**config.mk**
```make
export PLATFORM = sky130hd
export DESIGN_NAME = analog_mode_ctrl
export DESIGN_NICKNAME = d
export VERILOG_FILES = /design/src/analog_mode_cmd_pkg.sv /design/src/cmd_byte_rx.sv /design/src/line_ramp.sv /design/src/analog_mode_ctrl.sv
export SDC_FILE = /design/constraint.sdc
export NUM_CORES = 1
export LEC_CHECK = 0
export ABC_AREA = 1
export BUFFER_PORTS_ARGS = -buffer_cell sky130_fd_sc_hd__buf_4
export CORE_UTILIZATION = 31
export DETAILED_ROUTE_END_ITERATION = 10
export PLACE_DENSITY = 0.57
export SETUP_SLACK_MARGIN = 0.2
export SYNTH_ARGS = -nofsm -noshare
export SYNTH_HDL_FRONTEND = slang
export SYNTH_HIERARCHICAL = 1
export SYNTH_SLANG_ARGS = --single-unit
```
**constraint.sdc**
```tcl
create_clock -name clk -period 3 [get_ports clk]
set_clock_uncertainty 0.1 [all_clocks]
set_input_delay 0 -clock clk [delete_from_list [all_inputs] [get_ports clk]]
set_output_delay 0 -clock clk [all_outputs]
set_load 0.05 [all_outputs]
```
**src/analog_mode_cmd_pkg.sv**
```systemverilog
/*
 package for the wake / analog-mode command decoder: opcodes, field positions,
 timing constants and the packed carriers shared by the three design modules.
 assumes a 100 MHz system clock.
*/
package analog_mode_cmd_pkg;

	localparam int CLK_PERIOD_NS = 10;
	localparam int CNT_W = 12;

	// wake-up transition and stop fade-out lengths
	localparam int WAKE_TIME_NS = 2000;
	localparam int FADE_TIME_NS = 5000;
	// line output ramp times, with and without pop suppression
	localparam int LINE_UP_TIME_SUPPRESSED_NS = 20000;
	localparam int LINE_DOWN_TIME_SUPPRESSED_NS = 20000;
	localparam int LINE_UP_TIME_PLAIN_NS = 5000;
	localparam int LINE_DOWN_TIME_PLAIN_NS = 5000;

	localparam int WAKE_CYC = (WAKE_TIME_NS + CLK_PERIOD_NS - 1) / CLK_PERIOD_NS;
	localparam int FADE_CYC = (FADE_TIME_NS + CLK_PERIOD_NS - 1) / CLK_PERIOD_NS;
	localparam int UP_SUP_CYC = (LINE_UP_TIME_SUPPRESSED_NS + CLK_PERIOD_NS - 1) / CLK_PERIOD_NS;
	localparam int DN_SUP_CYC = (LINE_DOWN_TIME_SUPPRESSED_NS + CLK_PERIOD_NS - 1) / CLK_PERIOD_NS;
	localparam int UP_PLAIN_CYC = (LINE_UP_TIME_PLAIN_NS + CLK_PERIOD_NS - 1) / CLK_PERIOD_NS;
	localparam int DN_PLAIN_CYC = (LINE_DOWN_TIME_PLAIN_NS + CLK_PERIOD_NS - 1) / CLK_PERIOD_NS;

	// command encodings
	localparam logic [6:0] WAKE_OPC = 7'h00;
	localparam logic [5:0] ANALOG_MODE_CMD_OPC = 6'h01;
	localparam logic [7:0] SLEEP_BYTE = 8'h20;
	localparam logic [2:0] CMD_BYTES_MAX = 3'h4;

	// field positions
	localparam int DUP_POS = 0;
	localparam int CLASS_POS = 1;
	localparam int HPF_POS = 0;
	localparam int FADE_POS = 7;
	localparam int DAG_HI = 6;
	localparam int DAG_LO = 5;
	localparam int AIG_HI = 4;
	localparam int AIG_LO = 3;
	localparam int AEN_HI = 2;
	localparam int AEN_LO = 1;
	localparam int POP_POS = 0;

	localparam logic [1:0] GAIN_OFF = 2'h0;
	localparam logic [1:0] GAIN_0DB = 2'h2;
	localparam logic [1:0] GAIN_BAD = 2'h3;
	localparam logic [1:0] AMP_OFF = 2'h0;
	localparam logic [1:0] AMP_SPK = 2'h1;
	localparam logic [1:0] AMP_LINE_SPP = 2'h2;
	localparam logic [1:0] AMP_LINE_LINE_OUT_PIN = 2'h3;

	typedef struct packed {
		logic amp_class;
		logic highpass;
		logic stop_fade;
		logic [1:0] dac_gain;
		logic [1:0] ext_gain;
		logic [1:0] amp_en;
		logic pop;
	} analog_cfg_t;

	localparam analog_cfg_t ANALOG_CFG_INIT = '0;

	typedef struct packed {
		logic frame_start;
		logic byte_valid;
		logic [7:0] data;
		logic frame_end;
	} rx_evt_t;

	typedef enum logic [2:0] {
		ST_SLEEP = 3'b000,
		ST_WAKING = 3'b001,
		ST_STANDBY = 3'b010,
		ST_ANA_RAMP = 3'b011,
		ST_SLEEPING = 3'b100
	} dev_state_t;

endpackage

```
**src/cmd_byte_rx.sv**
```systemverilog
/*
 serial command byte receiver: synchronises the select, clock and data pins,
 shifts data on rising serial clock edges, msb first, and reports frame start,
 each complete byte and frame end as one-cycle events.
 assumes the serial clock is much slower than clk.
*/
module cmd_byte_rx
	import analog_mode_cmd_pkg::*;
(
	input wire logic clk,
	input wire logic rstn,
	input wire logic spi_sclk,
	input wire logic spi_cs_n,
	input wire logic spi_mosi,
	output rx_evt_t evt
);

	typedef struct packed {
		logic [1:0] s_sclk;
		logic [1:0] s_cs_n;
		logic [1:0] s_mosi;
		logic sclk_q;
		logic cs_n_q;
		logic [7:0] shift;
		logic [2:0] bit_cnt;
		rx_evt_t evt;
	} rx_state_t;

	rx_state_t st;
	rx_state_t next_st;

	always_comb
	begin
		next_st = st;
		next_st.s_sclk = {st.s_sclk[0], spi_sclk};
		next_st.s_cs_n = {st.s_cs_n[0], spi_cs_n};
		next_st.s_mosi = {st.s_mosi[0], spi_mosi};
		next_st.sclk_q = st.s_sclk[1];
		next_st.cs_n_q = st.s_cs_n[1];
		next_st.evt = '0;
		next_st.evt.frame_start = st.cs_n_q && !st.s_cs_n[1];
		next_st.evt.frame_end = !st.cs_n_q && st.s_cs_n[1];
		if (next_st.evt.frame_start)
		begin
			next_st.bit_cnt = 3'h0;
		end
		else if (!st.s_cs_n[1] && st.s_sclk[1] && !st.sclk_q)
		begin
			next_st.shift = {st.shift[6:0], st.s_mosi[1]};
			next_st.bit_cnt = st.bit_cnt + 3'h1;
			if (st.bit_cnt == 3'h7)
			begin
				next_st.evt.byte_valid = 1'b1;
				next_st.evt.data = {st.shift[6:0], st.s_mosi[1]};
			end
		end
	end

	always_ff @(posedge clk or negedge rstn)
	begin
		if (!rstn)
		begin
			st <= '0;
			st.s_cs_n <= 2'h3;
			st.cs_n_q <= 1'b1;
		end
		else
		begin
			st <= next_st;
		end
	end

	assign evt = st.evt;

endmodule

```
**src/line_ramp.sv**
```systemverilog
/*
 output ramp timer: on start, counts the power-up or power-down time of the
 analog output, long with pop suppression and short without, then pulses done.
 assumes start is a one-cycle pulse and is not repeated while busy.
*/
module line_ramp
	import analog_mode_cmd_pkg::*;
(
	input wire logic clk,
	input wire logic rstn,
	input wire logic start,
	input wire logic up,
	input wire logic suppressed,
	output logic busy,
	output logic done
);

	typedef struct packed {
		logic busy;
		logic done;
		logic [CNT_W-1:0] cnt;
	} ramp_state_t;

	ramp_state_t st;
	ramp_state_t next_st;

	function automatic logic [CNT_W-1:0] ramp_len(input logic dir_up, input logic sup);
		int c;
		c = dir_up ? (sup ? UP_SUP_CYC : UP_PLAIN_CYC) : (sup ? DN_SUP_CYC : DN_PLAIN_CYC);
		return CNT_W'(c);
	endfunction

	always_comb
	begin
		next_st = st;
		next_st.done = 1'b0;
		if (start)
		begin
			next_st.busy = 1'b1;
			next_st.cnt = ramp_len(up, suppressed);
		end
		else if (st.busy)
		begin
			if (st.cnt <= CNT_W'(1))
			begin
				next_st.busy = 1'b0;
				next_st.done = 1'b1;
				next_st.cnt = '0;
			end
			else
			begin
				next_st.cnt = st.cnt - CNT_W'(1);
			end
		end
	end

	always_ff @(posedge clk or negedge rstn)
	begin
		if (!rstn)
		begin
			st <= '0;
		end
		else
		begin
			st <= next_st;
		end
	end

	assign busy = st.busy;
	assign done = st.done;

endmodule

```
**src/analog_mode_ctrl.sv**
```systemverilog
/*
 wake / sleep / analog-mode command decoder with duplicate-entry checking,
 analog output configuration, line ramp sequencing and stop fade-out busy.
 assumes a serial command port with a frame select, playback_active and
 stop_req come from logic on clk.
*/
// How it works
// (RULE1) asleep, only wake command is accepted
// (RULE2) wake command moves to command standby
// (RULE3) host sends sleep command to power down
// (RULE4) duplicate bit set: every byte sent twice
// (RULE5) copies differing: command discarded, not executed
// (RULE6) address once, command bytes twice; the code takes every byte twice, the first byte too
// (RULE7) duplicate mode off after reset
// (RULE8) analog command ignored asleep, transitioning, playing
// (RULE9) sleep powers down with last analog settings
// (RULE10) host zeroes channel volume before analog power-up
// (RULE11) analog settings initialise at reset and sleep
// (RULE12) class bit: 0 AB, 1 D; keep 0
// (RULE13) highpass bit enables 200 Hz filter
// (RULE14) stop-fade bit selects fade-out on stop
// (RULE15) channel busy low during stop fade-out
// (RULE16) dac mix gain off, -6, 0 dB
// (RULE17) input gain off, -6, 0 dB
// (RULE18) host waits command busy high before input
// (RULE19) pop suppression only for line output
// (RULE20) enable pairs select speaker or line path
// (RULE21) line ramp time depends on pop suppression
// (RULE22) wake one byte; analog mode two bytes
module analog_mode_ctrl
	import analog_mode_cmd_pkg::*;
(
	input wire logic clk,
	input wire logic rstn,
	input wire logic spi_sclk,
	input wire logic spi_cs_n,
	input wire logic spi_mosi,
	input wire logic playback_active,
	input wire logic [3:0] stop_req,
	output logic powered_up,
	output logic dup_entry_mode,
	output logic command_busy_n,
	output logic [3:0] channel_busy_n,
	output analog_cfg_t analog_cfg,
	output logic [1:0] dac_mix_gain,
	output logic [1:0] ext_in_gain,
	output logic pop_suppress,
	output logic speaker_path_on,
	output logic line_spp_on,
	output logic line_line_out_pin_on,
	output logic line_at_sg,
	output logic cmd_discard
);

	typedef struct packed {
		dev_state_t state;
		logic dup_mode;
		logic awake;
		analog_cfg_t cfg;
		logic [3:0][7:0] bytes;
		logic [2:0] cnt;
		logic ovf;
		logic cmd_busy_n;
		logic discard;
		logic [1:0] dac_gain;
		logic [1:0] ext_gain;
		logic pop_sup;
		logic spk_on;
		logic spp_on;
		logic line_out_pin_on;
		logic at_sg;
		logic ramp_start;
		logic ramp_up;
		logic ramp_sup;
		logic [CNT_W-1:0] wake_cnt;
		logic [3:0][CNT_W-1:0] fade_cnt;
		logic [3:0] busy_n;
	} ctrl_state_t;

	ctrl_state_t st;
	ctrl_state_t next_st;
	rx_evt_t rx;
	logic ramp_busy;
	logic ramp_done;

	cmd_byte_rx u_rx (
		.clk(clk),
		.rstn(rstn),
		.spi_sclk(spi_sclk),
		.spi_cs_n(spi_cs_n),
		.spi_mosi(spi_mosi),
		.evt(rx)
	);

	line_ramp u_ramp (
		.clk(clk),
		.rstn(rstn),
		.start(st.ramp_start),
		.up(st.ramp_up),
		.suppressed(st.ramp_sup),
		.busy(ramp_busy),
		.done(ramp_done)
	);

	// gain takes effect only for class ab speaker output; code 11 acts as 0 dB
	function automatic logic [1:0] eff_gain(input logic [1:0] g, input analog_cfg_t c);
		logic [1:0] r;
		r = (g == GAIN_BAD) ? GAIN_0DB : g;
		if (c.amp_class || c.amp_en != AMP_SPK)
		begin
			r = GAIN_OFF;
		end
		return r;
	endfunction

	function automatic analog_cfg_t decode_cfg(input logic [7:0] b0, input logic [7:0] b1);
		analog_cfg_t c;
		c.amp_class = b0[CLASS_POS];
		c.highpass = b0[HPF_POS];
		c.stop_fade = b1[FADE_POS];
		c.dac_gain = b1[DAG_HI:DAG_LO];
		c.ext_gain = b1[AIG_HI:AIG_LO];
		c.amp_en = b1[AEN_HI:AEN_LO];
		c.pop = b1[POP_POS];
		return c;
	endfunction

	always_comb
	begin
		logic [7:0] first;
		logic [7:0] second;
		logic mism;
		logic bad;
		logic [2:0] lcnt;
		logic idle_ch;
		analog_cfg_t ncfg;
		first = st.bytes[0];
		second = st.dup_mode ? st.bytes[2] : st.bytes[1];
		mism = st.dup_mode && ((st.bytes[0] != st.bytes[1]) ||
			(st.cnt == CMD_BYTES_MAX && st.bytes[2] != st.bytes[3])); // RULE4
		bad = st.ovf || mism || (st.dup_mode && st.cnt[0]);
		lcnt = st.dup_mode ? {1'b0, st.cnt[2:1]} : st.cnt; // RULE6
		idle_ch = &st.busy_n;
		ncfg = decode_cfg(first, second); // RULE22
		next_st = st;
		next_st.discard = 1'b0;
		next_st.ramp_start = 1'b0;

		// frame byte collection
		if (rx.frame_start)
		begin
			next_st.cnt = 3'h0;
			next_st.ovf = 1'b0;
		end
		else if (rx.byte_valid)
		begin
			if (st.cnt == CMD_BYTES_MAX)
			begin
				next_st.ovf = 1'b1;
			end
			else
			begin
				next_st.bytes[st.cnt[1:0]] = rx.data;
				next_st.cnt = st.cnt + 3'h1;
			end
		end

		unique case (st.state)
			ST_SLEEP:
			begin
				// anything but a lone wake byte is dropped silently
				if (rx.frame_end && st.cnt == 3'h1 && !st.ovf &&
					first[7:1] == WAKE_OPC) // RULE1 RULE22
				begin
					next_st.dup_mode = first[DUP_POS]; // RULE4
					next_st.state = ST_WAKING; // RULE2
					next_st.wake_cnt = CNT_W'(WAKE_CYC);
					next_st.cmd_busy_n = 1'b0;
				end
			end
			ST_WAKING:
			begin
				if (st.wake_cnt <= CNT_W'(1))
				begin
					next_st.state = ST_STANDBY; // RULE2
					next_st.cmd_busy_n = 1'b1;
				end
				else
				begin
					next_st.wake_cnt = st.wake_cnt - CNT_W'(1);
				end
			end
			ST_STANDBY:
			begin
				if (rx.frame_end && st.cnt != 3'h0)
				begin
					if (bad)
					begin
						next_st.discard = 1'b1; // RULE5
					end
					else if (lcnt == 3'h1 && first == SLEEP_BYTE && !playback_active && idle_ch)
					begin
						if (st.cfg.amp_en != AMP_OFF)
						begin
							// power down on the settings last applied
							next_st.ramp_start = 1'b1; // RULE9
							next_st.ramp_up = 1'b0;
							next_st.ramp_sup = st.cfg.pop && st.cfg.amp_en[1]; // RULE21
							next_st.state = ST_SLEEPING;
							next_st.cmd_busy_n = 1'b0;
						end
						else
						begin
							next_st.cfg = ANALOG_CFG_INIT; // RULE11
							next_st.dup_mode = 1'b0;
							next_st.state = ST_SLEEP;
						end
					end
					else if (lcnt == 3'h2 && first[7:2] == ANALOG_MODE_CMD_OPC && !playback_active) // RULE8
					begin
						next_st.cfg = ncfg; // RULE12 RULE13 RULE14
						if ((ncfg.amp_en != AMP_OFF) != (st.cfg.amp_en != AMP_OFF))
						begin
							next_st.ramp_start = 1'b1;
							next_st.ramp_up = ncfg.amp_en != AMP_OFF;
							next_st.ramp_sup = ncfg.pop &&
								(ncfg.amp_en[1] || st.cfg.amp_en[1]); // RULE21
							next_st.state = ST_ANA_RAMP;
							next_st.cmd_busy_n = 1'b0; // RULE18
							next_st.at_sg = 1'b0;
						end
					end
				end
			end
			ST_ANA_RAMP:
			begin
				if (ramp_done)
				begin
					next_st.state = ST_STANDBY;
					next_st.cmd_busy_n = 1'b1; // RULE18
					next_st.at_sg = st.ramp_up && st.cfg.amp_en[1]; // RULE21
				end
			end
			ST_SLEEPING:
			begin
				if (ramp_done)
				begin
					next_st.cfg = ANALOG_CFG_INIT; // RULE11
					next_st.dup_mode = 1'b0;
					next_st.state = ST_SLEEP;
					next_st.cmd_busy_n = 1'b1;
					next_st.at_sg = 1'b0;
				end
			end
			default:
			begin
				next_st.state = ST_SLEEP;
				next_st.cmd_busy_n = 1'b1;
			end
		endcase

		// stop fade-out holds the channel busy low
		for (int i = 0; i < 4; i++)
		begin
			if (stop_req[i] && st.cfg.stop_fade) // RULE14
			begin
				next_st.fade_cnt[i] = CNT_W'(FADE_CYC);
			end
			else if (st.fade_cnt[i] != '0)
			begin
				next_st.fade_cnt[i] = st.fade_cnt[i] - CNT_W'(1);
			end
			next_st.busy_n[i] = next_st.fade_cnt[i] == '0; // RULE15
		end

		next_st.dac_gain = eff_gain(next_st.cfg.dac_gain, next_st.cfg); // RULE16
		next_st.ext_gain = eff_gain(next_st.cfg.ext_gain, next_st.cfg); // RULE17
		next_st.pop_sup = next_st.cfg.pop && next_st.cfg.amp_en[1]; // RULE19
		next_st.spk_on = next_st.cfg.amp_en == AMP_SPK; // RULE20
		next_st.spp_on = next_st.cfg.amp_en == AMP_LINE_SPP; // RULE20
		next_st.line_out_pin_on = next_st.cfg.amp_en == AMP_LINE_LINE_OUT_PIN; // RULE20
		next_st.awake = next_st.state != ST_SLEEP; // RULE2
	end

	always_ff @(posedge clk or negedge rstn)
	begin
		if (!rstn)
		begin
			st <= '0;
			st.state <= ST_SLEEP;
			st.dup_mode <= 1'b0; // RULE7
			st.cfg <= ANALOG_CFG_INIT; // RULE11
			st.cmd_busy_n <= 1'b1;
			st.busy_n <= 4'hF;
		end
		else
		begin
			st <= next_st;
		end
	end

	assign powered_up = st.awake;
	assign dup_entry_mode = st.dup_mode;
	assign command_busy_n = st.cmd_busy_n;
	assign channel_busy_n = st.busy_n;
	assign analog_cfg = st.cfg;
	assign dac_mix_gain = st.dac_gain;
	assign ext_in_gain = st.ext_gain;
	assign pop_suppress = st.pop_sup;
	assign speaker_path_on = st.spk_on;
	assign line_spp_on = st.spp_on;
	assign line_line_out_pin_on = st.line_out_pin_on;
	assign line_at_sg = st.at_sg;
	assign cmd_discard = st.discard;

	localparam int WAKE_BOUND = WAKE_CYC + 1;
endmodule

```
## Word level (Yosys, flattened, before mapping)

Index checks and enable logic that the tools add are counted.

- Register bits after elaboration: 172

- Add/sub/neg operators: 8
- Mux-type cells: 80
- Bitwise logic cells: 4
- Reduce and logical (&&, ||, !) cells: 71
- $lt $le $gt $ge: 4
- Equal/unequal tests: 39

Operators by type and width:

| kind | number |
|---|---|
| $mux W12 | 12 |
| $sub A12 B1 Y12 const B | 6 |
| $mux W10 | 6 |
| $logic_not A12 Y1 | 4 |
| $reduce_bool A12 Y1 | 4 |
| $mux W4 | 10 |
| $mux W3 | 13 |
| $bwmux W32 | 1 |
| $mux W9 | 3 |
| $logic_and A1 B1 Y1 | 25 |
| $le A12 B1 Y1 const B | 2 |
| $pmux W12 S2 | 1 |
| $ne A2 B2 Y1 const B | 10 |
| $pmux W10 S2 | 1 |
| $reduce_bool A2 Y1 | 10 |
| $mux W1 | 18 |
| $demux W8 S2 | 1 |
| $mux W8 | 2 |
| $ne A8 B8 Y1 | 2 |
| $reduce_and A8 Y1 | 2 |
| $pmux W3 S5 | 1 |
| $mux W14 | 1 |
| $mux W2 | 6 |
| $ne A2 B1 Y1 const B | 6 |
| other kinds (27) | 59 |

## Logic depth before layout (Yosys ltp)

Gate-level depths: netlist of the first run.

- Word-level depth: 12
- Gate-level depth with buffers: 18
- Depth with buffers taken out: 18

## Modules after synthesis

The synthesis of the first run kept the hierarchy.

Modules (own cells, without submodules):

| module | cells an instance | area each (µm²) | sequential area each (µm²) | instances |
|---|---|---|---|---|
| analog_mode_ctrl | 908 | 7174.4 | 3234.4 | 1 |
| cmd_byte_rx | 106 | 1184.9 | 729.4 | 1 |
| line_ramp | 113 | 859.6 | 350.3 | 1 |

## Worst setup path after synthesis of the first run

No wires, ideal clock.

- Path type: register -> register
- Start: reg st, in the netlist dup_entry_mode
- End: reg st, in the netlist powered_up
- Required time: 2.769 ns
- Setup time: 0.131 ns
- Slack: 0.599 ns
- Stages on the path, launching flop included: 11
- Path buffers: 1
- Data arrival time: 2.170 ns
- Period minus slack after synthesis: 2.401 ns
- Path through: dfrtp_1 > buf_6 > o21ai_0 > inv_1 > nand2_1 > ha_1 > o21ai_2 > o21ai_2 > nand3_2 > nand2_2 > or3_1

RTL lines:

| element | RTL line | RTL |
|---|---|---|
| start, declared | analog_mode_ctrl.sv:80 | `ctrl_state_t st;` |
| start signal, assigned | analog_mode_ctrl.sv:298 | `st <= next_st;` |

## Final worst setup path of the first run

- Start: reg st, in the netlist dup_entry_mode
- End: reg st, in the netlist line_at_sg

- Longest elaborated chain between the ends: 7

Ends and longest elaborated chain:

| element | RTL line | RTL |
|---|---|---|
| $mux W3 | analog_mode_ctrl.sv:142 | `lcnt = st.dup_mode ? {1'b0, st.cnt[2:1]} : st.cnt;` |
| $eq A3 B1 Y1 | analog_mode_ctrl.sv:201 | `else if (lcnt == 3'h1 && first == SLEEP_BYTE && !playback_active && idle_ch)` |
| $logic_and A1 B1 Y1 (3 in series) | analog_mode_ctrl.sv:201 |  |
| $ne A2 B2 Y1 (no line) | - |  |
| $reduce_and A8 Y1 (no line) (*) | - |  |

Mark *: on every way between the ends. The rest lies on a longest branch, timed or not.
A chain may end at the register's enable or synchronous reset.

==> summary.txt, run 1 <==
Power and ir drop
  • Psw: 1.06 mW
  • Total power: 4.60 mW
  • Combinational Power Share: 2.3%
  • Power Dens Cells: 443 nW/µm²
  • Clk network pwr share: 46.3%
  • Reg power frac: 51.4%
  • Switching Share: 23.0%
  • Internal Power: 3.54 mW
  • IR drop worst, VDD: 0.366 mV
  • Leak: 5.24 nW

Status
  • Status: finished, final reports clean

Global route
  • Largest net degree at the start of global routing: 68
  • Vias in the first global route: 6886
  • Total gr overflow: 0
  • First-pass GRT wire length: 33900 µm
  • Initial antenna violation count: 0
  • Overall routing resource usage: 13.8%

Die
  • Initial core utilization: 31.8%
  • Floorplan row count: 62
  • Die H: 174 µm
  • Die area: 30400 µm²
  • Ports: 37
  • Die Span X: 174 µm
  • Core area: 29000 µm²

Timing
  • Fin. Hold Viols: 0
  • Slew Limit Fails: 0
  • F_max: 409 MHz
  • RSZ-0062 raised after global routing: no
  • Setup TNS: 0 ps
  • Final setup violation count: 0
  • Clock period minus worst slack: 2450 ps
  • Slew at the pin closest to its max-slew limit: 641 ps
  • Worst slew margin: 57.2%
  • Final Cycle Share: 81.6%

Detailed routing
  • Top Metal Used: met4
  • Post-Route M1 WL: 9620 µm
  • DRC viols: 0
  • Vias post-DR: 7110
  • Met3 WL: 627 µm
  • Via/cell ratio: 4.59
  • ANT nets after route: 0
  • DR iter-0 viols: 581
  • WL/cell: 12.6 µm
  • DR pass1 iterations: 5
  • Final WL: 19500 µm
  • Met2 wire len: 8830 µm

Placed design
  • Port bufs: 36
  • Post-DP HPWL: 14500 µm
  • Post-placement cell area: 9750 µm²
  • Final GP Congestion: 0.912

Logic synthesis
  • Area share of the largest cell type after synthesis: 44.5%
  • Post-synth ARST share: 100%
  • Mapped Area: 9220 µm²
  • Post-synthesis cell count: 1127
  • Number of flops mapped to enable cells by yosys: 0
  • Sequential area share after synthesis: 46.8%
  • Mean post-synth cell area: 8.18 µm²
  • Netlist cell types: 54
  • Seq cells post-synth: 172
  • Synth top area cells: dfrtp_1, nand2_1, inv_1
  • YS warnings: 6
  • Largest area contributor in the netlist: dfrtp_1
  • Synth Flop Type: dfrtp_1
  • Synthesized Nets: 1156
  • Top-count cell post-synth: nand2_1
  • Post-synth top cells: nand2_1, dfrtp_1, inv_1, nor2_1, o21ai_0

CTS
  • H-tree Lvls: 4
  • CTS resizes: 0
  • CTS tree: yes
  • TritonCTS Buffers: 17
  • CTS root buf: clkbuf_16
  • Clock net sink count: 172
  • Skew-Pair Late Insertion Delay: 430 ps
  • Reg clk slew, reported paths: 80 ps
  • Bufs on Longest Clock Path: 2

Critical path
  • Buffers and inverters on the worst path: 1
  • Crit start category: flop
  • Critical path class: reg2reg
  • Delay-heaviest family, CP: compound AO/OA/AOI/OAI gates
  • Reg2reg end: line_at_sg
  • Worst R2R Setup Slack: 550 ps
  • Worst reg-to-reg path cell count: 8
  • Worst path arrival time: 2650 ps
  • Slowest CP cell: dfrtp_1
  • Top fanout value on the critical path: 13
  • Crit. End Element: flop
  • Crit-path cells: o21ai_0 -> inv_1 -> nand2_1 -> ha_1 -> o311ai_0 -> nand4_1 -> nand2_1 -> o21ai_0
  • Largest stage delay on the critical path: 530 ps
  • Worst R2R Start: dup_entry_mode
  • Req. time, crit path: 3200 ps

Finish
  • Antenna Cells: 0
  • Layout Nets: 1181
  • Multi-input gate area: 3990 µm²
  • Fillers: 3028
  • Layout cells sized above 1: 14.7%
  • Area Growth Syn to Fin: 12.7%
  • FF/Latch Area: 4310 µm²
  • Final non-filler cell area: 10400 µm²

Job
  • Maxcap violations: 0

Min path
  • Hold Crit Class: in2async
[what timing repair did]
item / in CTS / in global routing
endpoints found under the hold margin: 103 / 0
hold buffers: 8 / 0
setup endpoints to repair: 0 / 0
buffers inserted: 0 / 0
[power groups by stage]
| stage | registers (mW) | clock network, mW | logic [mW] |
|---|---|---|---|
| after floorplan | 2.40 | 0 | 0.0352 |
| after global placement | 2.41 | 0 | 0.102 |
| after detailed placement | 2.41 | 0 | 0.103 |
| after CTS | 2.36 | 2.20 | 0.111 |
| after global routing | 2.37 | 2.31 | 0.124 |
| final | 2.36 | 2.13 | 0.105 |
[worst max-delay path by stage]
stage	endpoint	start	cells after the start	slack, ps
after global placement	line_at_sg	dup_entry_mode	8	630
after floorplan	powered_up	dup_entry_mode	10	600
after detailed placement	line_at_sg	dup_entry_mode	8	570
final	line_at_sg	dup_entry_mode	8	550
after CTS	line_at_sg	dup_entry_mode	8	570
after global routing	line_at_sg	dup_entry_mode	7	360
[cell type report]
cell class,instances,area share [%]
clock inverters,13,1.23
clock buffers,19,4.17
repair buffers,51,4.15
flip-flops and latches,172,41.5
well taps,384,4.62
inverters,163,5.90
multi-input cells,747,38.4
[sequential cells by signal (all words and copies together), names as in the netlist, 2 cells and up]
| signal | flops |
|---|---|
| u_ramp/st | 12 |
| st | 102 |
| analog_cfg | 10 |
| u_rx/next_st | 5 |
| ext_in_gain | 2 |
| dac_mix_gain | 2 |
| u_rx/st | 13 |
| u_rx/evt | 11 |
| channel_busy_n | 4 |
[metal layers]
metal / vias to the layer above / global-route usage [%]
li1: 3644 / -
met1: 3295 / 19.3
met2: 143 / 21.3
met3: 28 / 2.30
met4: 0 / 5.15
met5: - / 0
[cell families (layout without fill, tap and decap cells)]
group | Yosys count | count (layout) | share of synthesized area (%)
multiplexers | 6 | 6 | 0.733
adder cells (fa/ha/maj) | 19 | 19 | 2.58
buffers and inverters | 208 | 246 | 9.91
flip-flops | 172 | 172 | 46.8
XOR/XNOR | 26 | 26 | 2.47
AO/OA/AOI/OAI | 154 | 154 | 9.36
AND/OR/NAND/NOR | 542 | 542 | 28.1
[worst reg2reg max path: stages, from the launching register on]
cell	delay [ps]
dfrtp_1	530
o21ai_0	440
inv_1	80
nand2_1	70
ha_1	270
o311ai_0	500
nand4_1	190
nand2_1	90
o21ai_0	80
[metrics by stage]
step / utilization, % / cells / hold WS [ps] / setup WS, ps
after global routing: 35.8 / 1549 / 75.6 / 356
after floorplan: - / 1127 / -396 / 599
final: 35.8 / 1549 / 34.3 / 552
after global placement: 33.6 / 1509 / -42.4 / 626
after CTS: 35.8 / 1549 / 52.5 / 571
after detailed placement: 33.6 / 1509 / -48.8 / 572
[cells in the final DEF (no fill, tap or decap), types with 3 or more instances in the layout]
master | netlist | final
nand2_2 | 14 | 14
dfrtp_1 | 164 | 164
nand2_1 | 242 | 242
xnor2_1 | 7 | 7
nand3_1 | 44 | 44
a21oi_2 | 3 | 3
clkbuf_16 | 0 | 17
nor2_4 | 7 | 7
nor4_1 | 6 | 6
mux2_2 | 6 | 6
nor2_1 | 117 | 117
inv_6 | 0 | 6
nand3_2 | 5 | 5
ha_1 | 19 | 19
a21oi_1 | 41 | 41
dlygate4sd3_1 | 0 | 8
buf_4 | 31 | 40
nor3_1 | 24 | 24
o211ai_1 | 6 | 6
o21ai_0 | 68 | 68
nand2_4 | 3 | 3
nand3b_1 | 4 | 4
dfstp_2 | 8 | 8
o31ai_1 | 5 | 5
xor2_1 | 19 | 19
clkinv_2 | 1 | 3
inv_2 | 17 | 17
o21ai_2 | 3 | 3
nand4_1 | 33 | 33
and2_1 | 4 | 4
a31oi_1 | 4 | 4
o21ai_1 | 13 | 13
nor2_2 | 7 | 7
nand4_2 | 4 | 4
inv_1 | 145 | 145
nor3_2 | 13 | 13
and3_1 | 4 | 4
(Power assumes the default switching activity.)
==> inputs of run 2 (changes only) <==
--- a/config.mk
+++ b/config.mk
@@ -5,11 +5,11 @@
 export SDC_FILE = /design/constraint.sdc
 export NUM_CORES = 1
 export LEC_CHECK = 0
-export ABC_AREA = 1
+export ABC_AREA = 0
 export BUFFER_PORTS_ARGS = -buffer_cell sky130_fd_sc_hd__buf_4
 export CORE_UTILIZATION = 31
 export DETAILED_ROUTE_END_ITERATION = 10
-export PLACE_DENSITY = 0.57
+export PLACE_DENSITY = 0.58
 export SETUP_SLACK_MARGIN = 0.2
 export SYNTH_ARGS = -nofsm -noshare
 export SYNTH_HDL_FRONTEND = slang
==> constraint.sdc (replaced) <==
create_clock -name clk -period 2.15 [get_ports clk]
set_clock_uncertainty 0.1 [all_clocks]
set_input_delay 0 -clock clk [delete_from_list [all_inputs] [get_ports clk]]
set_output_delay 0 -clock clk [all_outputs]
set_load 0.05 [all_outputs]
==> run 2 against run 1 <==
  * The flow now finishes with violations (setup timing)
  * Worst setup slack worse by 890 ps
  * Synthesized cell count is 30% lower
  * Clock power grew 50%
  * Flip-flop and latch count unchanged
  * Core utilization is 9.4 points higher
  * Critical endpoint is now channel_busy_n[2]
  * Critical path depth unchanged
==> summary.txt, run 2 <==
CTS
  • TritonCTS Buffers: 17
  • H-tree Lvls: 4
  • Reg clk slew, reported paths: 60 ps
  • Clock net sink count: 172
  • CTS root buf: clkbuf_16
  • Bufs on Longest Clock Path: 2
  • CTS tree: yes
  • Skew-Pair Late Insertion Delay: 440 ps

Logic synthesis
  • Largest area contributor in the netlist: dfrtp_1
  • Area share of the largest cell type after synthesis: 47.4%
  • Post-synthesis cell count: 794
  • Post-synth ARST share: 100%
  • Mapped Area: 8650 µm²
  • YS warnings: 6
  • Synth Flop Type: dfrtp_1
  • Post-synth top cells: dfrtp_1, nand2_1, nor2_1, mux2_2, xnor2_1
  • Sequential area share after synthesis: 49.8%
  • Synthesized Nets: 823
  • Number of flops mapped to enable cells by yosys: 0
  • Mean post-synth cell area: 10.9 µm²
  • Synth top area cells: dfrtp_1, mux2_2, xnor2_1
  • Netlist cell types: 80
  • Seq cells post-synth: 172
  • Top-count cell post-synth: dfrtp_1

Finish
  • FF/Latch Area: 4320 µm²
  • Biggest register: st
  • Final non-filler cell area: 12300 µm²
  • Commonest cells after routing, fill and taps aside: buf_4, dfrtp_1, nor2_1
  • Largest registers: st: 102 flops, u_rx/st: 13 flops, u_ramp/st: 12 flops
  • Commonest non-fill, non-tap cell in the layout: buf_4
  • Multi-input gate area: 4910 µm²
  • Layout Nets: 1022
  • Area Growth Syn to Fin: 42.1%
  • Fillers: 2527
  • Max reg flops: 102
  • Antenna Cells: 0
  • Layout cells sized above 1: 46.1%

Timing
  • Clock period minus worst slack: 2490 ps
  • Setup TNS: -5180 ps
  • F_max: 401 MHz
  • Worst slew margin: 57.4%
  • Slew Limit Fails: 0
  • RSZ-0062 raised after global routing: yes
  • Final WS setup: -342 ps
  • Slew at the pin closest to its max-slew limit: 639 ps
  • Hold slack: 117 ps
  • Final Cycle Share: 116%
  • Final setup violation count: 33
  • Fin. Hold Viols: 0

Die
  • Initial core utilization: 31.8%
  • Die area: 28600 µm²
  • Die Span X: 169 µm
  • Ports: 37
  • Floorplan row count: 60
  • Die H: 169 µm
  • Core area: 27200 µm²

Min path
  • Hold path depth: 2
  • Hold endpoint: u_rx/next_st[27]
  • Worst hold start: spi_cs_n
  • Hold Crit Class: in2reg

Detailed routing
  • Met2 wire len: 10100 µm
  • Vias post-DR: 6641
  • DRC viols: 0
  • Post-Route M1 WL: 9740 µm
  • Via/cell ratio: 4.82
  • Met3 WL: 545 µm
  • WL/cell: 15.0 µm
  • DR iter-0 viols: 294
  • Final WL: 20700 µm
  • DR pass1 iterations: 5
  • Top Metal Used: met4
  • ANT nets after route: 0

Critical path
  • Top fanout value on the critical path: 4
  • Worst path arrival time: 2770 ps
  • Worst reg-to-reg path cell count: 8
  • Critical path class: reg2reg
  • Crit. End Element: flop
  • Req. time, crit path: 2430 ps
  • Reg2reg end: channel_busy_n[2]
  • Worst R2R Start: st[34]
  • Worst R2R Setup Slack: -340 ps
  • Worst Setup SP: st[34]
  • Crit start category: flop

Global route
  • Total gr overflow: 0
  • Overall routing resource usage: 15.0%
  • Vias in the first global route: 6735
  • Largest net degree at the start of global routing: 68
  • First-pass GRT wire length: 34100 µm
  • Initial antenna violation count: 0

Placed design
  • Final GP Congestion: 0.842
  • Post-placement cell area: 10400 µm²
  • Post-DP HPWL: 13800 µm
  • Port bufs: 36

Power and ir drop
  • Combinational Power Share: 2.5%
  • Reg power frac: 49.7%
  • Leak: 5.49 nW
  • Psw: 1.44 mW
  • IR drop worst, VDD: 0.566 mV
  • Internal Power: 5.25 mW
  • Switching Share: 21.5%
  • Clk network pwr share: 47.8%
  • Power Dens Cells: 545 nW/µm²

Status
  • Status: complete, but fails checks
  • Failing checks: setup timing

Job
  • Maxcap violations: 0
==> run 2: layer usage <==
| layer | GRT usage [%] | vias to the layer above |
|---|---|---|
| met5 | 0 | - |
| met4 | 5.68 | 0 |
| met3 | 2.92 | 29 |
| met2 | 24.2 | 96 |
| met1 | 20.0 | 3305 |
| li1 | - | 3211 |
==> run 2: critical path: stages, from the launching register on <==
cell and delay (ps):
dfrtp_1 380, or3_4 410, nor4_4 250, and4bb_2 340
o21ai_2 80, nor3_2 180, nand4b_1 200, nor4_4 330
buf_4 170
==> run 2: stage by stage <==
stage	utilization [%]	instances	power, mW	worst slack, ps
2_1_floorplan	-	794	3.43	-334
3_3_place_gp	38.1	1305	3.53	-571
3_5_place_dp	38.1	1305	3.54	-562
4_1_cts	43.4	1365	6.79	-343
5_1_grt	45.2	1378	6.97	-502
6_report	45.2	1378	6.70	-342
==> run 2: cell type report <==
type | count | share of cell area [%]
Tap cell | 372 | 3.79
Clock buffer | 22 | 3.78
Sequential cell | 172 | 35.1
Inverter | 29 | 0.885
Clock inverter | 10 | 1.14
Multi-Input combinational cell | 546 | 39.9
Timing Repair Buffer | 227 | 15.4
==> run 2: how the worst max path moves through the flow <==
stage,slack [ps],cells past startpoint,end
2_1_floorplan,-330,9,st[64]
3_3_place_gp,-570,8,channel_busy_n[2]
3_5_place_dp,-560,8,channel_busy_n[2]
4_1_cts,-340,7,channel_busy_n[0]
5_1_grt,-500,8,channel_busy_n[2]
6_report,-340,8,channel_busy_n[2]
==> run 2: cell families after synthesis <==
| family | Yosys count | share of synthesized area (%) |
|---|---|---|
| compound gates | 117 | 9.67 |
| xor+xnor | 64 | 6.48 |
| fa+ha+maj | 19 | 2.75 |
| buf+inv | 76 | 4.74 |
| flops | 172 | 49.8 |
| mux | 52 | 6.64 |
| simple gates | 294 | 19.9 |
==> run 2: power by group through the flow <==
stage	clock [mW]	combinational (mW)	sequential (mW)
floorplan	0	0.0605	3.37
global placement	0	0.148	3.39
detailed placement	0	0.152	3.39
CTS	3.28	0.175	3.33
global route	3.44	0.193	3.33
finish	3.20	0.165	3.33
==> run 2: timing repair <==
item	CTS	global route
buffers inserted	18	13
endpoints found under the setup margin	100	116
endpoints found under the hold margin	209	20
gates cloned	0	0
hold buffers	10	1
pin swaps	63	60
resized for setup	124	76
